## src/ssl_defines.svh

```systemverilog
// Purpose: Offsets, field positions, reset values for the supervisor status and lock bank.
// Assumes: Eight-bit register addresses and data on an internal register port.
// Notes:   Included by every design module that needs the map, not by the package.
`ifndef SSL_DEFINES_SVH
`define SSL_DEFINES_SVH
`define SSL_OFF_WDSTAT      8'h37
`define SSL_OFF_WDQA        8'h38
`define SSL_OFF_LVL2        8'h41
`define SSL_OFF_LVL3        8'h42
`define SSL_OFF_LVL4        8'h43
`define SSL_OFF_PAGE        8'hF0
`define SSL_OFF_LOCKA       8'hF1
`define SSL_OFF_LOCKB       8'hF2
`define SSL_OFF_CHLOCK      8'hF3
`define SSL_OFF_ADDR        8'hF9
`define SSL_RST_QA_TALLY    2'h3
`define SSL_RST_QA_TOKEN    4'hC
`define SSL_RST_CHLOCK      8'h1F
`define SSL_RST_OTP_ADDR    4'h6
`define SSL_BIT_EXPIRED     2
`define SSL_BIT_FAULT       0
`define SSL_BIT_WORKING     5
`define SSL_BIT_SETUP       3
`define SSL_BIT_IRQEN       2
`define SSL_BIT_CHANNEL     1
`define SSL_BIT_ORDERING    0
`define SSL_LOCK_MASK       8'h3F
`define SSL_CHLOCK_MASK     8'h0F
`define SSL_FAILSAFE_ADDR   7'h30
`endif

```

## src/ssl_pkg.sv

```systemverilog
// Purpose: Types shared by the supervisor status and lock bank.
// Assumes: Constants live in ssl_defines.svh.
// Notes:   Phase codes are binary as reported to the host.
package ssl_pkg;
    typedef enum logic [2:0] {
        SSL_PH_IDLE    = 3'h0,
        SSL_PH_OPEN    = 3'h1,
        SSL_PH_CLOSE   = 3'h2,
        SSL_PH_STARTUP = 3'h3,
        SSL_PH_SUSPEND = 3'h4
    } ssl_phase_type;

    // Register port request from the bus front end.
    typedef struct packed {
        logic       rd;
        logic       wr;
        logic [7:0] addr;
        logic [7:0] wdata;
    } ssl_req_type;

    // Watchdog events reported by the timing engine.
    typedef struct packed {
        logic          closeExpired;
        logic          openExpired;
        logic          answerGood;
        logic          answerWrong;
        logic          wdEnable;
        logic [3:0]    nextToken;
        logic          tokenLoad;
        ssl_phase_type phase;
    } ssl_wdev_type;

    // Effective write locks handed to bank-one logic.
    typedef struct packed {
        logic       working;
        logic       setup;
        logic       irqEn;
        logic       channel;
        logic       ordering;
        logic [2:0] chanLock;
    } ssl_lock_type;
endpackage : ssl_pkg

```

## src/supervisor_status_lock_regs.sv

```systemverilog
// Purpose: Bank-zero status and protection registers of the supervisor.
// Assumes: One clock; the serial front end hands over decoded byte requests.
// Notes:   Read data is registered; answers appear one cycle after a request.
//
// Functional notes
// Report watchdog phase as three-bit code.
// Set expiry on short close or open timeout.
// Reading flag register clears expiry flag.
// Set fault on extra or wrong answer.
// Reading flag register clears answer fault.
// Live two-bit answer tally, reset three.
// Live token, reset twelve, zeroed on enable.
// Three read-only channel voltage telemetry bytes.
// Bit zero of page register selects bank.
// Writes blocked only if both locks set.
// Fixed group lock bit positions, both registers.
// Channel locks with group lock; reset locked.
// Address register: OTP part, strap part.
// Fail-safe uses OTP default address forty-eight.
// Read-only writes ignored; watchdog status reserved bits zero.
// Single clock domain; all state resets.
`timescale 1ns/1ps
`include "ssl_defines.svh"
module supervisor_status_lock_regs
    import ssl_pkg::*;
(
    // Clock and reset.
    input  wire logic          clk_sys,
    input  wire logic          rst,
    // Register port from the serial front end.
    input  wire ssl_req_type   req,
    // Watchdog engine events.
    input  wire ssl_wdev_type  wdEv,
    // Converter telemetry for channels 2 to 4.
    input  wire logic [7:0]    lvl2,
    input  wire logic [7:0]    lvl3,
    input  wire logic [7:0]    lvl4,
    // Address sources and bus failure.
    input  wire logic [3:0]    otpAddressBits,
    input  wire logic [2:0]    strapAddressBits,
    input  wire logic          busFailed,
    // Register answer.
    output logic [7:0]         rdata_ff,
    output logic               rvalid_ff,
    // Bank, lock and address outputs.
    output logic               bankOne_ff,
    output ssl_lock_type       locks_ff,
    output logic [6:0]         targetAddr_ff
);
    typedef struct packed {
        logic [7:0]   rdata;
        logic         rvalid;
        logic         bankOne;
        ssl_lock_type locks;
        logic [6:0]   targetAddr;
        logic [3:0]   otp;
        logic [2:0]   strap;
        logic         addrLoaded;
    } ssl_top_type;

    ssl_top_type  stateFf;
    ssl_top_type  nxtState;
    logic [7:0]   flagByte;
    logic [7:0]   qaByte;
    logic [7:0]   pageByte;
    logic [7:0]   lockAByte;
    logic [7:0]   lockBByte;
    logic [7:0]   chLockByte;
    ssl_lock_type lockNow;
    logic         bank0;
    logic         wrPage;
    logic         wrLockA;
    logic         wrLockB;
    logic         wrChLock;
    logic         flagRdClr;
    logic [7:0]   rdMux;

    // Bank-zero decode; the page register stays reachable from either bank.
    assign bank0    = !stateFf.bankOne;
    // only writable offsets
    assign wrPage   = req.wr && req.addr == `SSL_OFF_PAGE;
    assign wrLockA  = req.wr && bank0 && req.addr == `SSL_OFF_LOCKA;
    assign wrLockB  = req.wr && bank0 && req.addr == `SSL_OFF_LOCKB;
    assign wrChLock = req.wr && bank0 && req.addr == `SSL_OFF_CHLOCK;
    // read clears flags
    assign flagRdClr = req.rd && bank0 && req.addr == `SSL_OFF_WDSTAT;

    ssl_wd_status u_wd (
        .clk_sys   (clk_sys),
        .rst       (rst),
        .wdEv      (wdEv),
        .flagRdClr (flagRdClr),
        .flagByte  (flagByte),
        .qaByte    (qaByte)
    );

    ssl_lock_regs u_lock (
        .clk_sys    (clk_sys),
        .rst        (rst),
        .wrPage     (wrPage),
        .wrLockA    (wrLockA),
        .wrLockB    (wrLockB),
        .wrChLock   (wrChLock),
        .wdata      (req.wdata),
        .pageByte   (pageByte),
        .lockAByte  (lockAByte),
        .lockBByte  (lockBByte),
        .chLockByte (chLockByte),
        .locks      (lockNow)
    );

    // Read multiplexer; flag byte is captured before the clear lands.
    always_comb begin
        rdMux = 8'h00;
        if (req.addr == `SSL_OFF_PAGE) begin
            rdMux = pageByte;
        end else if (!bank0) begin
            rdMux = 8'h00;
        end else if (req.addr == `SSL_OFF_WDSTAT) begin
            rdMux = flagByte;
        end else if (req.addr == `SSL_OFF_WDQA) begin
            rdMux = qaByte;
        // telemetry read path
        end else if (req.addr == `SSL_OFF_LVL2) begin
            rdMux = lvl2;
        end else if (req.addr == `SSL_OFF_LVL3) begin
            rdMux = lvl3;
        end else if (req.addr == `SSL_OFF_LVL4) begin
            rdMux = lvl4;
        end else if (req.addr == `SSL_OFF_LOCKA) begin
            rdMux = lockAByte;
        end else if (req.addr == `SSL_OFF_LOCKB) begin
            rdMux = lockBByte;
        end else if (req.addr == `SSL_OFF_CHLOCK) begin
            rdMux = chLockByte;
        // composed address read
        end else if (req.addr == `SSL_OFF_ADDR) begin
            rdMux = {1'b0, stateFf.otp, stateFf.strap};
        end
    end

    // Next state for answer, bank, locks and address.
    always_comb begin
        nxtState        = stateFf;
        nxtState.rvalid = req.rd;
        if (req.rd) nxtState.rdata = rdMux;
        // bank select bit
        nxtState.bankOne = wrPage ? req.wdata[0] : stateFf.bankOne;
        nxtState.locks   = lockNow;
        // Straps are caught once after reset, not under it.
        if (!stateFf.addrLoaded) begin
            nxtState.otp        = otpAddressBits;
            nxtState.strap      = strapAddressBits;
            nxtState.addrLoaded = 1'b1;
        end
        // fail-safe address
        if (busFailed) begin
            nxtState.targetAddr = `SSL_FAILSAFE_ADDR;
        end else begin
            nxtState.targetAddr = {stateFf.otp, stateFf.strap};
        end
    end

    // synchronous reset values
    always_ff @(posedge clk_sys) begin
        if (rst) begin
            stateFf <= '{8'h00, 1'b0, 1'b0, '0, `SSL_FAILSAFE_ADDR,
                         `SSL_RST_OTP_ADDR, 3'h0, 1'b0};
        end else begin
            stateFf <= nxtState;
        end
    end

    assign rdata_ff      = stateFf.rdata;
    assign rvalid_ff     = stateFf.rvalid;
    assign bankOne_ff    = stateFf.bankOne;
    assign locks_ff      = stateFf.locks;
    assign targetAddr_ff = stateFf.targetAddr;

    // Assertions.
    property p_read_clears;
        @(posedge clk_sys) disable iff (rst)
        (flagRdClr && !wdEv.openExpired && !wdEv.closeExpired) |=> !flagByte[2];
    endproperty
    a_read_clears: assert property (p_read_clears) else $error("expiry not cleared");

    property p_fault_clears;
        @(posedge clk_sys) disable iff (rst)
        (flagRdClr && !wdEv.answerWrong && !wdEv.answerGood) |=> !flagByte[0];
    endproperty
    a_fault_clears: assert property (p_fault_clears) else $error("fault not cleared");

    property p_open_exp;
        @(posedge clk_sys) disable iff (rst) wdEv.openExpired |=> flagByte[2];
    endproperty
    a_open_exp: assert property (p_open_exp) else $error("open expiry missed");

    property p_wrong_ans;
        @(posedge clk_sys) disable iff (rst) wdEv.answerWrong |=> flagByte[0];
    endproperty
    a_wrong_ans: assert property (p_wrong_ans) else $error("wrong answer missed");

    property p_phase;
        @(posedge clk_sys) disable iff (rst) ##1 flagByte[5:3] == $past(wdEv.phase);
    endproperty
    a_phase: assert property (p_phase) else $error("phase mismatch");

    property p_token_zero;
        @(posedge clk_sys) disable iff (rst)
        $rose(wdEv.wdEnable) |=> qaByte[3:0] == 4'h0;
    endproperty
    a_token_zero: assert property (p_token_zero) else $error("token not zeroed");

    property p_dual_lock;
        @(posedge clk_sys) disable iff (rst)
        1'b1 |=> locks_ff.setup == $past(lockAByte[3] && lockBByte[3]);
    endproperty
    a_dual_lock: assert property (p_dual_lock) else $error("dual lock wrong");

    property p_reserved_zero;
        @(posedge clk_sys) disable iff (rst)
        rvalid_ff |-> !($past(req.addr) == `SSL_OFF_WDQA && $past(bank0)) || rdata_ff[7:6] == 2'b00;
    endproperty
    a_reserved_zero: assert property (p_reserved_zero) else $error("reserved bits set");

    property p_failsafe;
        @(posedge clk_sys) disable iff (rst) busFailed |=> targetAddr_ff == 7'h30;
    endproperty
    a_failsafe: assert property (p_failsafe) else $error("fail-safe address wrong");

    c_flag_read: cover property (@(posedge clk_sys) flagRdClr && flagByte[2]);
    c_bank_one:  cover property (@(posedge clk_sys) bankOne_ff);
    c_locked:    cover property (@(posedge clk_sys) locks_ff.working);
endmodule : supervisor_status_lock_regs

```

## src/ssl_wd_status.sv

```systemverilog
// Purpose: Watchdog phase, sticky flags, answer tally and question token.
// Assumes: Events arrive on clk_sys from the watchdog engine.
// Notes:   A set arriving with a read-clear wins, so no event is lost.
`timescale 1ns/1ps
`include "ssl_defines.svh"
module ssl_wd_status
    import ssl_pkg::*;
(
    // Clock and reset.
    input  wire logic          clk_sys,
    input  wire logic          rst,
    // Watchdog events.
    input  wire ssl_wdev_type  wdEv,
    // Read-clear strobe for the flag register.
    input  wire logic          flagRdClr,
    // Status out.
    output logic [7:0]         flagByte,
    output logic [7:0]         qaByte
);
    typedef struct packed {
        ssl_phase_type phase;
        logic          expired;
        logic          fault;
        logic [1:0]    tally;
        logic [3:0]    token;
        logic          enPrev;
    } ssl_wds_type;

    ssl_wds_type stateFf;
    ssl_wds_type nxtState;
    logic        closeWin;
    logic        setExp;
    logic        setFault;

    // Event decode; an extra answer is a fourth in close phase.
    always_comb begin
        closeWin = (stateFf.phase == SSL_PH_CLOSE);
        // expiry set causes
        setExp   = (wdEv.closeExpired && stateFf.tally != 2'd3) || wdEv.openExpired;
        // answer fault causes
        setFault = wdEv.answerWrong ||
                   (closeWin && wdEv.answerGood && stateFf.tally == 2'd3);
    end

    // Next state of all watchdog status.
    always_comb begin
        nxtState       = stateFf;
        // phase tracking live
        nxtState.phase = wdEv.phase;
        nxtState.enPrev = wdEv.wdEnable;
        // expiry read clear
        if (setExp) begin
            nxtState.expired = 1'b1;
        end else if (flagRdClr) begin
            nxtState.expired = 1'b0;
        end
        // fault read clear
        if (setFault) begin
            nxtState.fault = 1'b1;
        end else if (flagRdClr) begin
            nxtState.fault = 1'b0;
        end
        // answer tally update
        if (wdEv.answerGood && stateFf.tally != 2'd3) begin
            nxtState.tally = 2'(stateFf.tally + 2'd1);
        end else if (wdEv.tokenLoad) begin
            nxtState.tally = 2'd0;
        end
        // token forced zero
        if (wdEv.wdEnable && !stateFf.enPrev) begin
            nxtState.token = 4'h0;
        end else if (wdEv.tokenLoad) begin
            nxtState.token = wdEv.nextToken;
        end
    end

    // State register with reset values.
    always_ff @(posedge clk_sys) begin
        if (rst) begin
            stateFf <= '{SSL_PH_IDLE, 1'b0, 1'b0, `SSL_RST_QA_TALLY, `SSL_RST_QA_TOKEN, 1'b0};
        end else begin
            stateFf <= nxtState;
        end
    end

    // Reserved bits read as zero.
    assign flagByte = {2'b00, stateFf.phase, stateFf.expired, 1'b0, stateFf.fault};
    assign qaByte   = {2'b00, stateFf.tally, stateFf.token};
endmodule : ssl_wd_status

```

## src/ssl_lock_regs.sv

```systemverilog
// Purpose: Page choice, dual write locks and channel locks.
// Assumes: Writes are qualified by the top-level decoder.
// Notes:   A lock acts only when both lock registers agree.
`timescale 1ns/1ps
`include "ssl_defines.svh"
module ssl_lock_regs
    import ssl_pkg::*;
(
    // Clock and reset.
    input  wire logic         clk_sys,
    input  wire logic         rst,
    // Write strobes and data.
    input  wire logic         wrPage,
    input  wire logic         wrLockA,
    input  wire logic         wrLockB,
    input  wire logic         wrChLock,
    input  wire logic [7:0]   wdata,
    // Stored values and effective locks.
    output logic [7:0]        pageByte,
    output logic [7:0]        lockAByte,
    output logic [7:0]        lockBByte,
    output logic [7:0]        chLockByte,
    output ssl_lock_type      locks
);
    typedef struct packed {
        logic [7:0] page;
        logic [7:0] lockA;
        logic [7:0] lockB;
        logic [7:0] chLock;
    } ssl_lks_type;

    ssl_lks_type stateFf;
    ssl_lks_type nxtState;
    logic [7:0]  both;

    // Register writes; reserved bits are kept as written.
    always_comb begin
        nxtState = stateFf;
        // page bit write
        if (wrPage) nxtState.page = wdata;
        if (wrLockA) nxtState.lockA = wdata;
        if (wrLockB) nxtState.lockB = wdata;
        if (wrChLock) nxtState.chLock = wdata;
    end

    always_ff @(posedge clk_sys) begin
        if (rst) begin
            stateFf <= '{8'h00, 8'h00, 8'h00, `SSL_RST_CHLOCK};
        end else begin
            stateFf <= nxtState;
        end
    end

    // both lock registers
    assign both = stateFf.lockA & stateFf.lockB & `SSL_LOCK_MASK;
    // group bit placement
    assign locks.working  = both[`SSL_BIT_WORKING];
    assign locks.setup    = both[`SSL_BIT_SETUP];
    assign locks.irqEn    = both[`SSL_BIT_IRQEN];
    assign locks.channel  = both[`SSL_BIT_CHANNEL];
    assign locks.ordering = both[`SSL_BIT_ORDERING];
    // channel lock combine
    assign locks.chanLock = stateFf.chLock[3:1] & {3{both[`SSL_BIT_CHANNEL]}};

    assign pageByte   = stateFf.page;
    assign lockAByte  = stateFf.lockA;
    assign lockBByte  = stateFf.lockB;
    assign chLockByte = stateFf.chLock;
endmodule : ssl_lock_regs

```

## config.mk

```make
export PLATFORM = sky130hd
export DESIGN_NAME = supervisor_status_lock_regs
export DESIGN_NICKNAME = d
export VERILOG_FILES = /design/src/ssl_pkg.sv /design/src/supervisor_status_lock_regs.sv /design/src/ssl_wd_status.sv /design/src/ssl_lock_regs.sv
export VERILOG_INCLUDE_DIRS = /design/src
export SDC_FILE = /design/constraint.sdc
export NUM_CORES = 1
export LEC_CHECK = 0
export BUFFER_PORTS_ARGS = -buffer_cell sky130_fd_sc_hd__clkbuf_2
export CORE_MARGIN = 5
export CORE_UTILIZATION = 42
export DETAILED_ROUTE_END_ITERATION = 12
export PLACE_DENSITY = 0.72
export RECOVER_POWER = 50
export SYNTH_ARGS = -nofsm -noshare
export SYNTH_HDL_FRONTEND = slang
export SYNTH_SLANG_ARGS = --single-unit
```

## constraint.sdc

```tcl
create_clock -name clk_sys -period 2 [get_ports clk_sys]
set_clock_uncertainty 0.1 [all_clocks]
set_input_delay 0.4 -clock clk_sys [delete_from_list [all_inputs] [get_ports clk_sys]]
set_output_delay 0.4 -clock clk_sys [all_outputs]
set_load 0.01 [all_outputs]
```

==> Word level (Yosys, flattened, before mapping) <==
Cells that the tools add are included.
{ "word_totals": {"register_bits": 77, "latchBits": 0, "ram_bits": 0, "romBits": 0, "in_bits": 65, "out_inout_bits": 25, "wordCells": 80, "n_memories": 0} }
{ "op_classes": {"addsub": 1, "n_mul": 0, "div_mod_pow": 0, "magnitude_cmp": 0, "n_eq_ne": 13, "shift": 0, "n_mux": 18, "bitwise_logic": 2, "reduce_logical": 22} }
{ "op_table": {"columns": ["operator", "n"], "rows": [
  ["$mux W8", 10],
  ["$eq A8 B8 Y1 const B", 5],
  ["$eq A8 B7 Y1 const B", 3],
  ["$eq A8 B6 Y1 const B", 2],
  ["$logic_and A1 B1 Y1", 12],
  ["$mux W4", 2],
  ["$reduce_bool A2 Y1", 4],
  ["$mux W7", 1],
  ["$and A6 B6 Y6", 1],
  ["$mux W2", 2],
  ["$reduce_or A2 Y1", 2],
  ["$and A3 B3 Y3", 1],
  ["$eq A3 B2 Y1 const B", 1],
  ["$mux W1", 3],
  ["$add A2 B1 Y2 const B", 1],
  ["$eq A2 B2 Y1 const B", 1],
  ["$logic_not A1 Y1", 2],
  ["$logic_or A1 B1 Y1", 2],
  ["$ne A2 B2 Y1 const B", 1]
]} }

==> Longest topological paths before layout <==
{ "depth": {"ltp_word": 12, "mapped_depth": 8, "depth_no_buf": 5} }

==> Modules after synthesis <==
Synthesis repeated with hierarchy kept, for this count alone.
{ "hier_totals": {"hier_cells": 434, "area_unflattened_um2": 4062.6} }
{ "modules_own_cells": {"columns": ["mod", "n_inst", "cells_per_inst", "area_per_inst_um2", "seq_area_each_um2"], "rows": [
  ["supervisor_status_lock_regs", 1, 265, 2294.7, 660.6],
  ["ssl_lock_regs", 1, 111, 1197.4, 640.6],
  ["ssl_wd_status", 1, 58, 570.5, 240.2]
]} }

==> Worst setup path before layout <==
OpenSTA, ideal clock, no wires.
{ "synth_timing": {"path_type": "input -> register", "start": "input port req[8] (netlist bit)", "end": "register stateFf, in the netlist rdata_ff[0]", "setup_time_ps": 74, "arrival_time_ps": 1787, "required_ps": 1826, "path_slack_ps": 39, "stages": 7, "n_path_buf": 2, "path_cell_list": "buf_2 or2_2 clkbuf_1 nor3_4 nand2_1 a311o_1 a31oi_1"} }
{ "synth_via": {"elab_chain_cells": 12, "elab_cells_between_ends": 21, "cone_classes": "eq/ne: 10; mux: 11"} }
{ "synth_rtl": {"columns": ["item", "line_no", "text"], "rows": [
  ["start: declaration", "supervisor_status_lock_regs.sv:31", "input wire ssl_req_type req,"],
  ["$eq A8 B8 Y1 (no line)", null, null],
  ["$mux W7", "supervisor_status_lock_regs.sv:137", "end else if (req.addr == `SSL_OFF_ADDR) begin"],
  ["$mux W8", "supervisor_status_lock_regs.sv:134", "end else if (req.addr == `SSL_OFF_CHLOCK) begin"],
  ["$mux W8", "supervisor_status_lock_regs.sv:132", "end else if (req.addr == `SSL_OFF_LOCKB) begin"],
  ["$mux W8", "supervisor_status_lock_regs.sv:130", "end else if (req.addr == `SSL_OFF_LOCKA) begin"],
  ["$mux W8", "supervisor_status_lock_regs.sv:128", "end else if (req.addr == `SSL_OFF_LVL4) begin"],
  ["$mux W8", "supervisor_status_lock_regs.sv:126", "end else if (req.addr == `SSL_OFF_LVL3) begin"],
  ["$mux W8", "supervisor_status_lock_regs.sv:124", "end else if (req.addr == `SSL_OFF_LVL2) begin"],
  ["$mux W8", "supervisor_status_lock_regs.sv:121", "end else if (req.addr == `SSL_OFF_WDQA) begin"],
  ["$mux W8", "supervisor_status_lock_regs.sv:119", "end else if (req.addr == `SSL_OFF_WDSTAT) begin"],
  ["$mux W8", "supervisor_status_lock_regs.sv:117", "end else if (!bank0) begin"],
  ["$mux W8 (*)", "supervisor_status_lock_regs.sv:115", "if (req.addr == `SSL_OFF_PAGE) begin"],
  ["end signal: assignment", "supervisor_status_lock_regs.sv:167", "stateFf <= '{8'h00, 1'b0, 1'b0, '0, `SSL_FAILSAFE_ADDR,"],
  ["end signal: assignment", "supervisor_status_lock_regs.sv:170", "stateFf <= nxtState;"],
  ["end: declaration", "supervisor_status_lock_regs.sv:61", "ssl_top_type stateFf;"]
]} }
Mark *: on every way between the ends. The rest lies on a longest branch, timed or not.
A chain may end at the register's enable or synchronous reset.

==> Worst setup path in the final report <==
{ "layout_timing": {"start": "input port req[11] (netlist bit)", "end": "register stateFf, in the netlist rdata_ff[1]"} }
The elaborated chain is that of the path after synthesis.

==> impl_metrics.ini <==
[outcome]
run_status = finished, final reports clean

[final_layout]
fin_nets = 584
areaGrowthSynthToFinish_pct = 21.6
final_core_util_pct = 52.4
antenna_cells_inserted = 0
finish.instance_area_sq_um = 4570
layout-drive-gt1-share_pct = 26.4
layout.filler_cells = 851

[power_and_ir_drop]
power-per-cell-area_nw_per_um2 = 671
power_leakage_nw = 1.97
ir_drop_mv = 0.375

[timing]
final_hold_viol_count = 0
finalWorstPathRequiredPeriod_ns = 1.78
report.final.slew_viol_count = 0
worst_slew_pin_slew_ns = 0.909
fin_ws_ns = 0.222
fmaxAchievable_mhz = 562
post-route-period-util_pct = 88.9
final-setup-viol-count = 0
maxSlewHeadroom_pct = 39.4
unrepaired_setup_endpoints_after_global_routing = false
finalSetupTns_ns = 0

[placement]
dpl_worst_slack_ns = -0.120
hpwlAfterDp_um = 9110
count_of_input_and_output_buffers = 89
gp_routability_congestion = 0.933
placedInstanceArea_sq_um = 4410

[setup_path]
ff2ff_path_depth = 3
critPathKind = primary input to flop
critPathArrivalTime_ns = 1.91
reg2reg_setup_slack_ns = 0.49
r2r_start = u_lock.pageByte[0]$_SDFFE_PP0P_
r2r-end = u_wd.flagByte[0]$_SDFFE_PP0P_
endpoint_kind = flop
critPathLaunchType = primary input
critical_path.max_fanout = 4
critical_path_required_ns = 2.13

[route]
routed_wirelength_um = 11400
drc = 0
drtAntennaViolNets = 0
wire_per_inst_um = 18.1
routed-via-count = 3595
initialDrtViolationCount = 302
drtPass1Iterations = 6
detail_route.vias_per_cell = 5.70

[synth]
post-synth-top-area-cell = sky130_fd_sc_hd__dfxtp_1
yosysMostFrequentCell = sky130_fd_sc_hd__dfxtp_1
ys_types = 60
number_of_flip_flops_and_latches_in_the_synthesized_netlist = 76
synth.cell_area_sq_um = 3760
synth.yosys.warnings = 0
synth_top_area_share_pct = 40.5
mean_instance_size_in_the_synthesized_netlist_sq_um = 8.83
synth_cells = 426
netlist_top_cells_area = sky130_fd_sc_hd__dfxtp_1 40%, sky130_fd_sc_hd__mux2i_1 11%, sky130_fd_sc_hd__buf_4 4.8%
synth_edf_count = 0
postSynth.topFlopCell = sky130_fd_sc_hd__dfxtp_1
yosysSeqAreaShare_pct = 40.5
synth_net_count = 492
postSynth.asyncResetShare_pct = 0
synth_commonest_cells = 76 x sky130_fd_sc_hd__dfxtp_1, 41 x sky130_fd_sc_hd__mux2i_1, 40 x sky130_fd_sc_hd__nor2_1

[clock_network]
cts_tree = yes
cts.reportedPaths.clkPinSlew_ns = 0.08
cts_buffer_depth = 2
cts_sinks = 76
tritoncts.num_buffers = 9
insertion_delay_ns = 0.35
ctsHtreeMaxLevel = 3
postCtsSetupRepairBufs = 0
cts_root_buf = sky130_fd_sc_hd__clkbuf_8
count_of_hold_fix_buffers_inserted_at_cts = 0
cts_repair_resize_count = 0

[global_route]
remaining_overflow_grt = 0
first_global_vias = 3580
wire_length_of_the_first_global_routing_pass_um = 18200
grt_start_max_net_pins = 30
grt_antenna_before_repair = 0
grt_util_all_layers_pct = 20.6

[hold_path]
hold_path.startpoint = wdEv[2]
min_delay_worst_endpoint = u_wd.flagByte[5]$_SDFF_PP0_
hold_path_class = primary input to flop
min_delay_path_depth = 2

[floorplan]
fp.coreArea_sq_um = 8720
initial_core_util_pct = 43.1
die-area_sq_um = 10900
core.rowCount = 34
fp.dieH_um = 105
ios = 90
dieWidth_um = 105

[flow_run]
max_cap_violations = 0
## area by class of cell
cell class	instances	area (sq um)	share of cell area [%]
Sequential cell	76	1520	33.3
Timing Repair Buffer	132	774	16.9
Clock buffer	10	138	3.01
Tap cell	108	135	2.96
Inverter	6	22.5	0.493
Clock inverter	6	53.8	1.18
Multi-Input combinational cell	293	1930	42.1
## sequential cells by signal, indices dropped and copies added, names as in the netlist
register,count
u_wd.flagByte,5
u_lock.lockBByte,8
u_lock.lockAByte,8
u_lock.pageByte,8
u_lock.chLockByte,8
targetAddr_ff,7
rdata_ff,8
u_wd.stateFf,1
rvalid_ff,1
u_wd.qaByte,6
locks_ff,8
stateFf,8
## power breakdown
part / internal [mW] / switching [mW]
registers: 1.55 / 0.0325
clock network: 0.506 / 0.620
logic: 0.161 / 0.194
total: 2.22 / 0.846
## through the flow
step | total power [mW] | hold WS, ns | cells
floorplan | 1.80 | 0.336 | 426
global placement | 1.97 | 0.349 | 615
detailed placement | 1.98 | 0.357 | 615
CTS | 3.09 | 0.149 | 631
global route | 3.19 | 0.161 | 631
finish | 3.06 | 0.157 | 631
## layout by cell type, fill, tap and decap left out, types with 5 or more instances in the layout
| cell | n |
|---|---|
| sky130_fd_sc_hd__clkbuf_1 | 21 |
| sky130_fd_sc_hd__clkbuf_2 | 70 |
| sky130_fd_sc_hd__and2_1 | 5 |
| sky130_fd_sc_hd__a21oi_1 | 19 |
| sky130_fd_sc_hd__nor2b_1 | 14 |
| sky130_fd_sc_hd__inv_1 | 6 |
| sky130_fd_sc_hd__and2_0 | 5 |
| sky130_fd_sc_hd__nand2b_1 | 5 |
| sky130_fd_sc_hd__dfxtp_1 | 76 |
| sky130_fd_sc_hd__nand3_1 | 17 |
| sky130_fd_sc_hd__mux2i_1 | 41 |
| sky130_fd_sc_hd__a22oi_1 | 6 |
| sky130_fd_sc_hd__nand2_1 | 33 |
| sky130_fd_sc_hd__nand4_1 | 8 |
| sky130_fd_sc_hd__buf_4 | 38 |
| sky130_fd_sc_hd__clkbuf_8 | 10 |
| sky130_fd_sc_hd__o21ai_0 | 15 |
| sky130_fd_sc_hd__and3_1 | 9 |
| sky130_fd_sc_hd__nor2_1 | 40 |
## worst max-delay path by stage
stage          depth (start not counted)    start  slack, ns                           endpoint
2_1_floorplan                          7   req[8]       0.04           rdata_ff[0]$_SDFFE_PP0P_
3_3_place_gp                           8  req[11]      -0.11  u_lock.chLockByte[2]$_SDFFE_PP1P_
3_5_place_dp                           6  req[11]      -0.12   u_lock.lockBByte[0]$_SDFFE_PP0P_
4_1_cts                                7  req[11]       0.24           rdata_ff[0]$_SDFFE_PP0P_
5_1_grt                                7  req[11]       0.14           rdata_ff[0]$_SDFFE_PP0P_
6_report                               6  req[11]       0.22           rdata_ff[1]$_SDFFE_PP0P_
## worst max-delay path: stages
cell and delay (ns):
sky130_fd_sc_hd__clkbuf_2 0.11, sky130_fd_sc_hd__or3b_1 0.51, sky130_fd_sc_hd__nor2_2 0.27, sky130_fd_sc_hd__nand2_1 0.09, sky130_fd_sc_hd__a211oi_1 0.39, sky130_fd_sc_hd__o31ai_1 0.12
## cells by family (layout without fill, tap and decap cells)
| kind of cell | count (synthesis) | count (layout) | share of synthesized area (%) |
|---|---|---|---|
| AO/OA/AOI/OAI | 87 | 87 | 16.1 |
| adder cells (fa/ha/maj) | 1 | 1 | 0.333 |
| buffers and inverters | 57 | 154 | 8.32 |
| flip-flops | 76 | 76 | 40.5 |
| multiplexers | 41 | 41 | 10.9 |
| AND/OR/NAND/NOR | 164 | 164 | 23.8 |
## routing by layer
metal  vias to the layer above  track usage, %  share of wire [%]
li1                       1706               -                  -
met1                      1681            26.5                 41
met2                       170            33.3                 47
met3                        38            3.76                7.9
met4                         0            9.95                3.8
met5                         -               0                  0
Power figures use the tool's default switching activity.
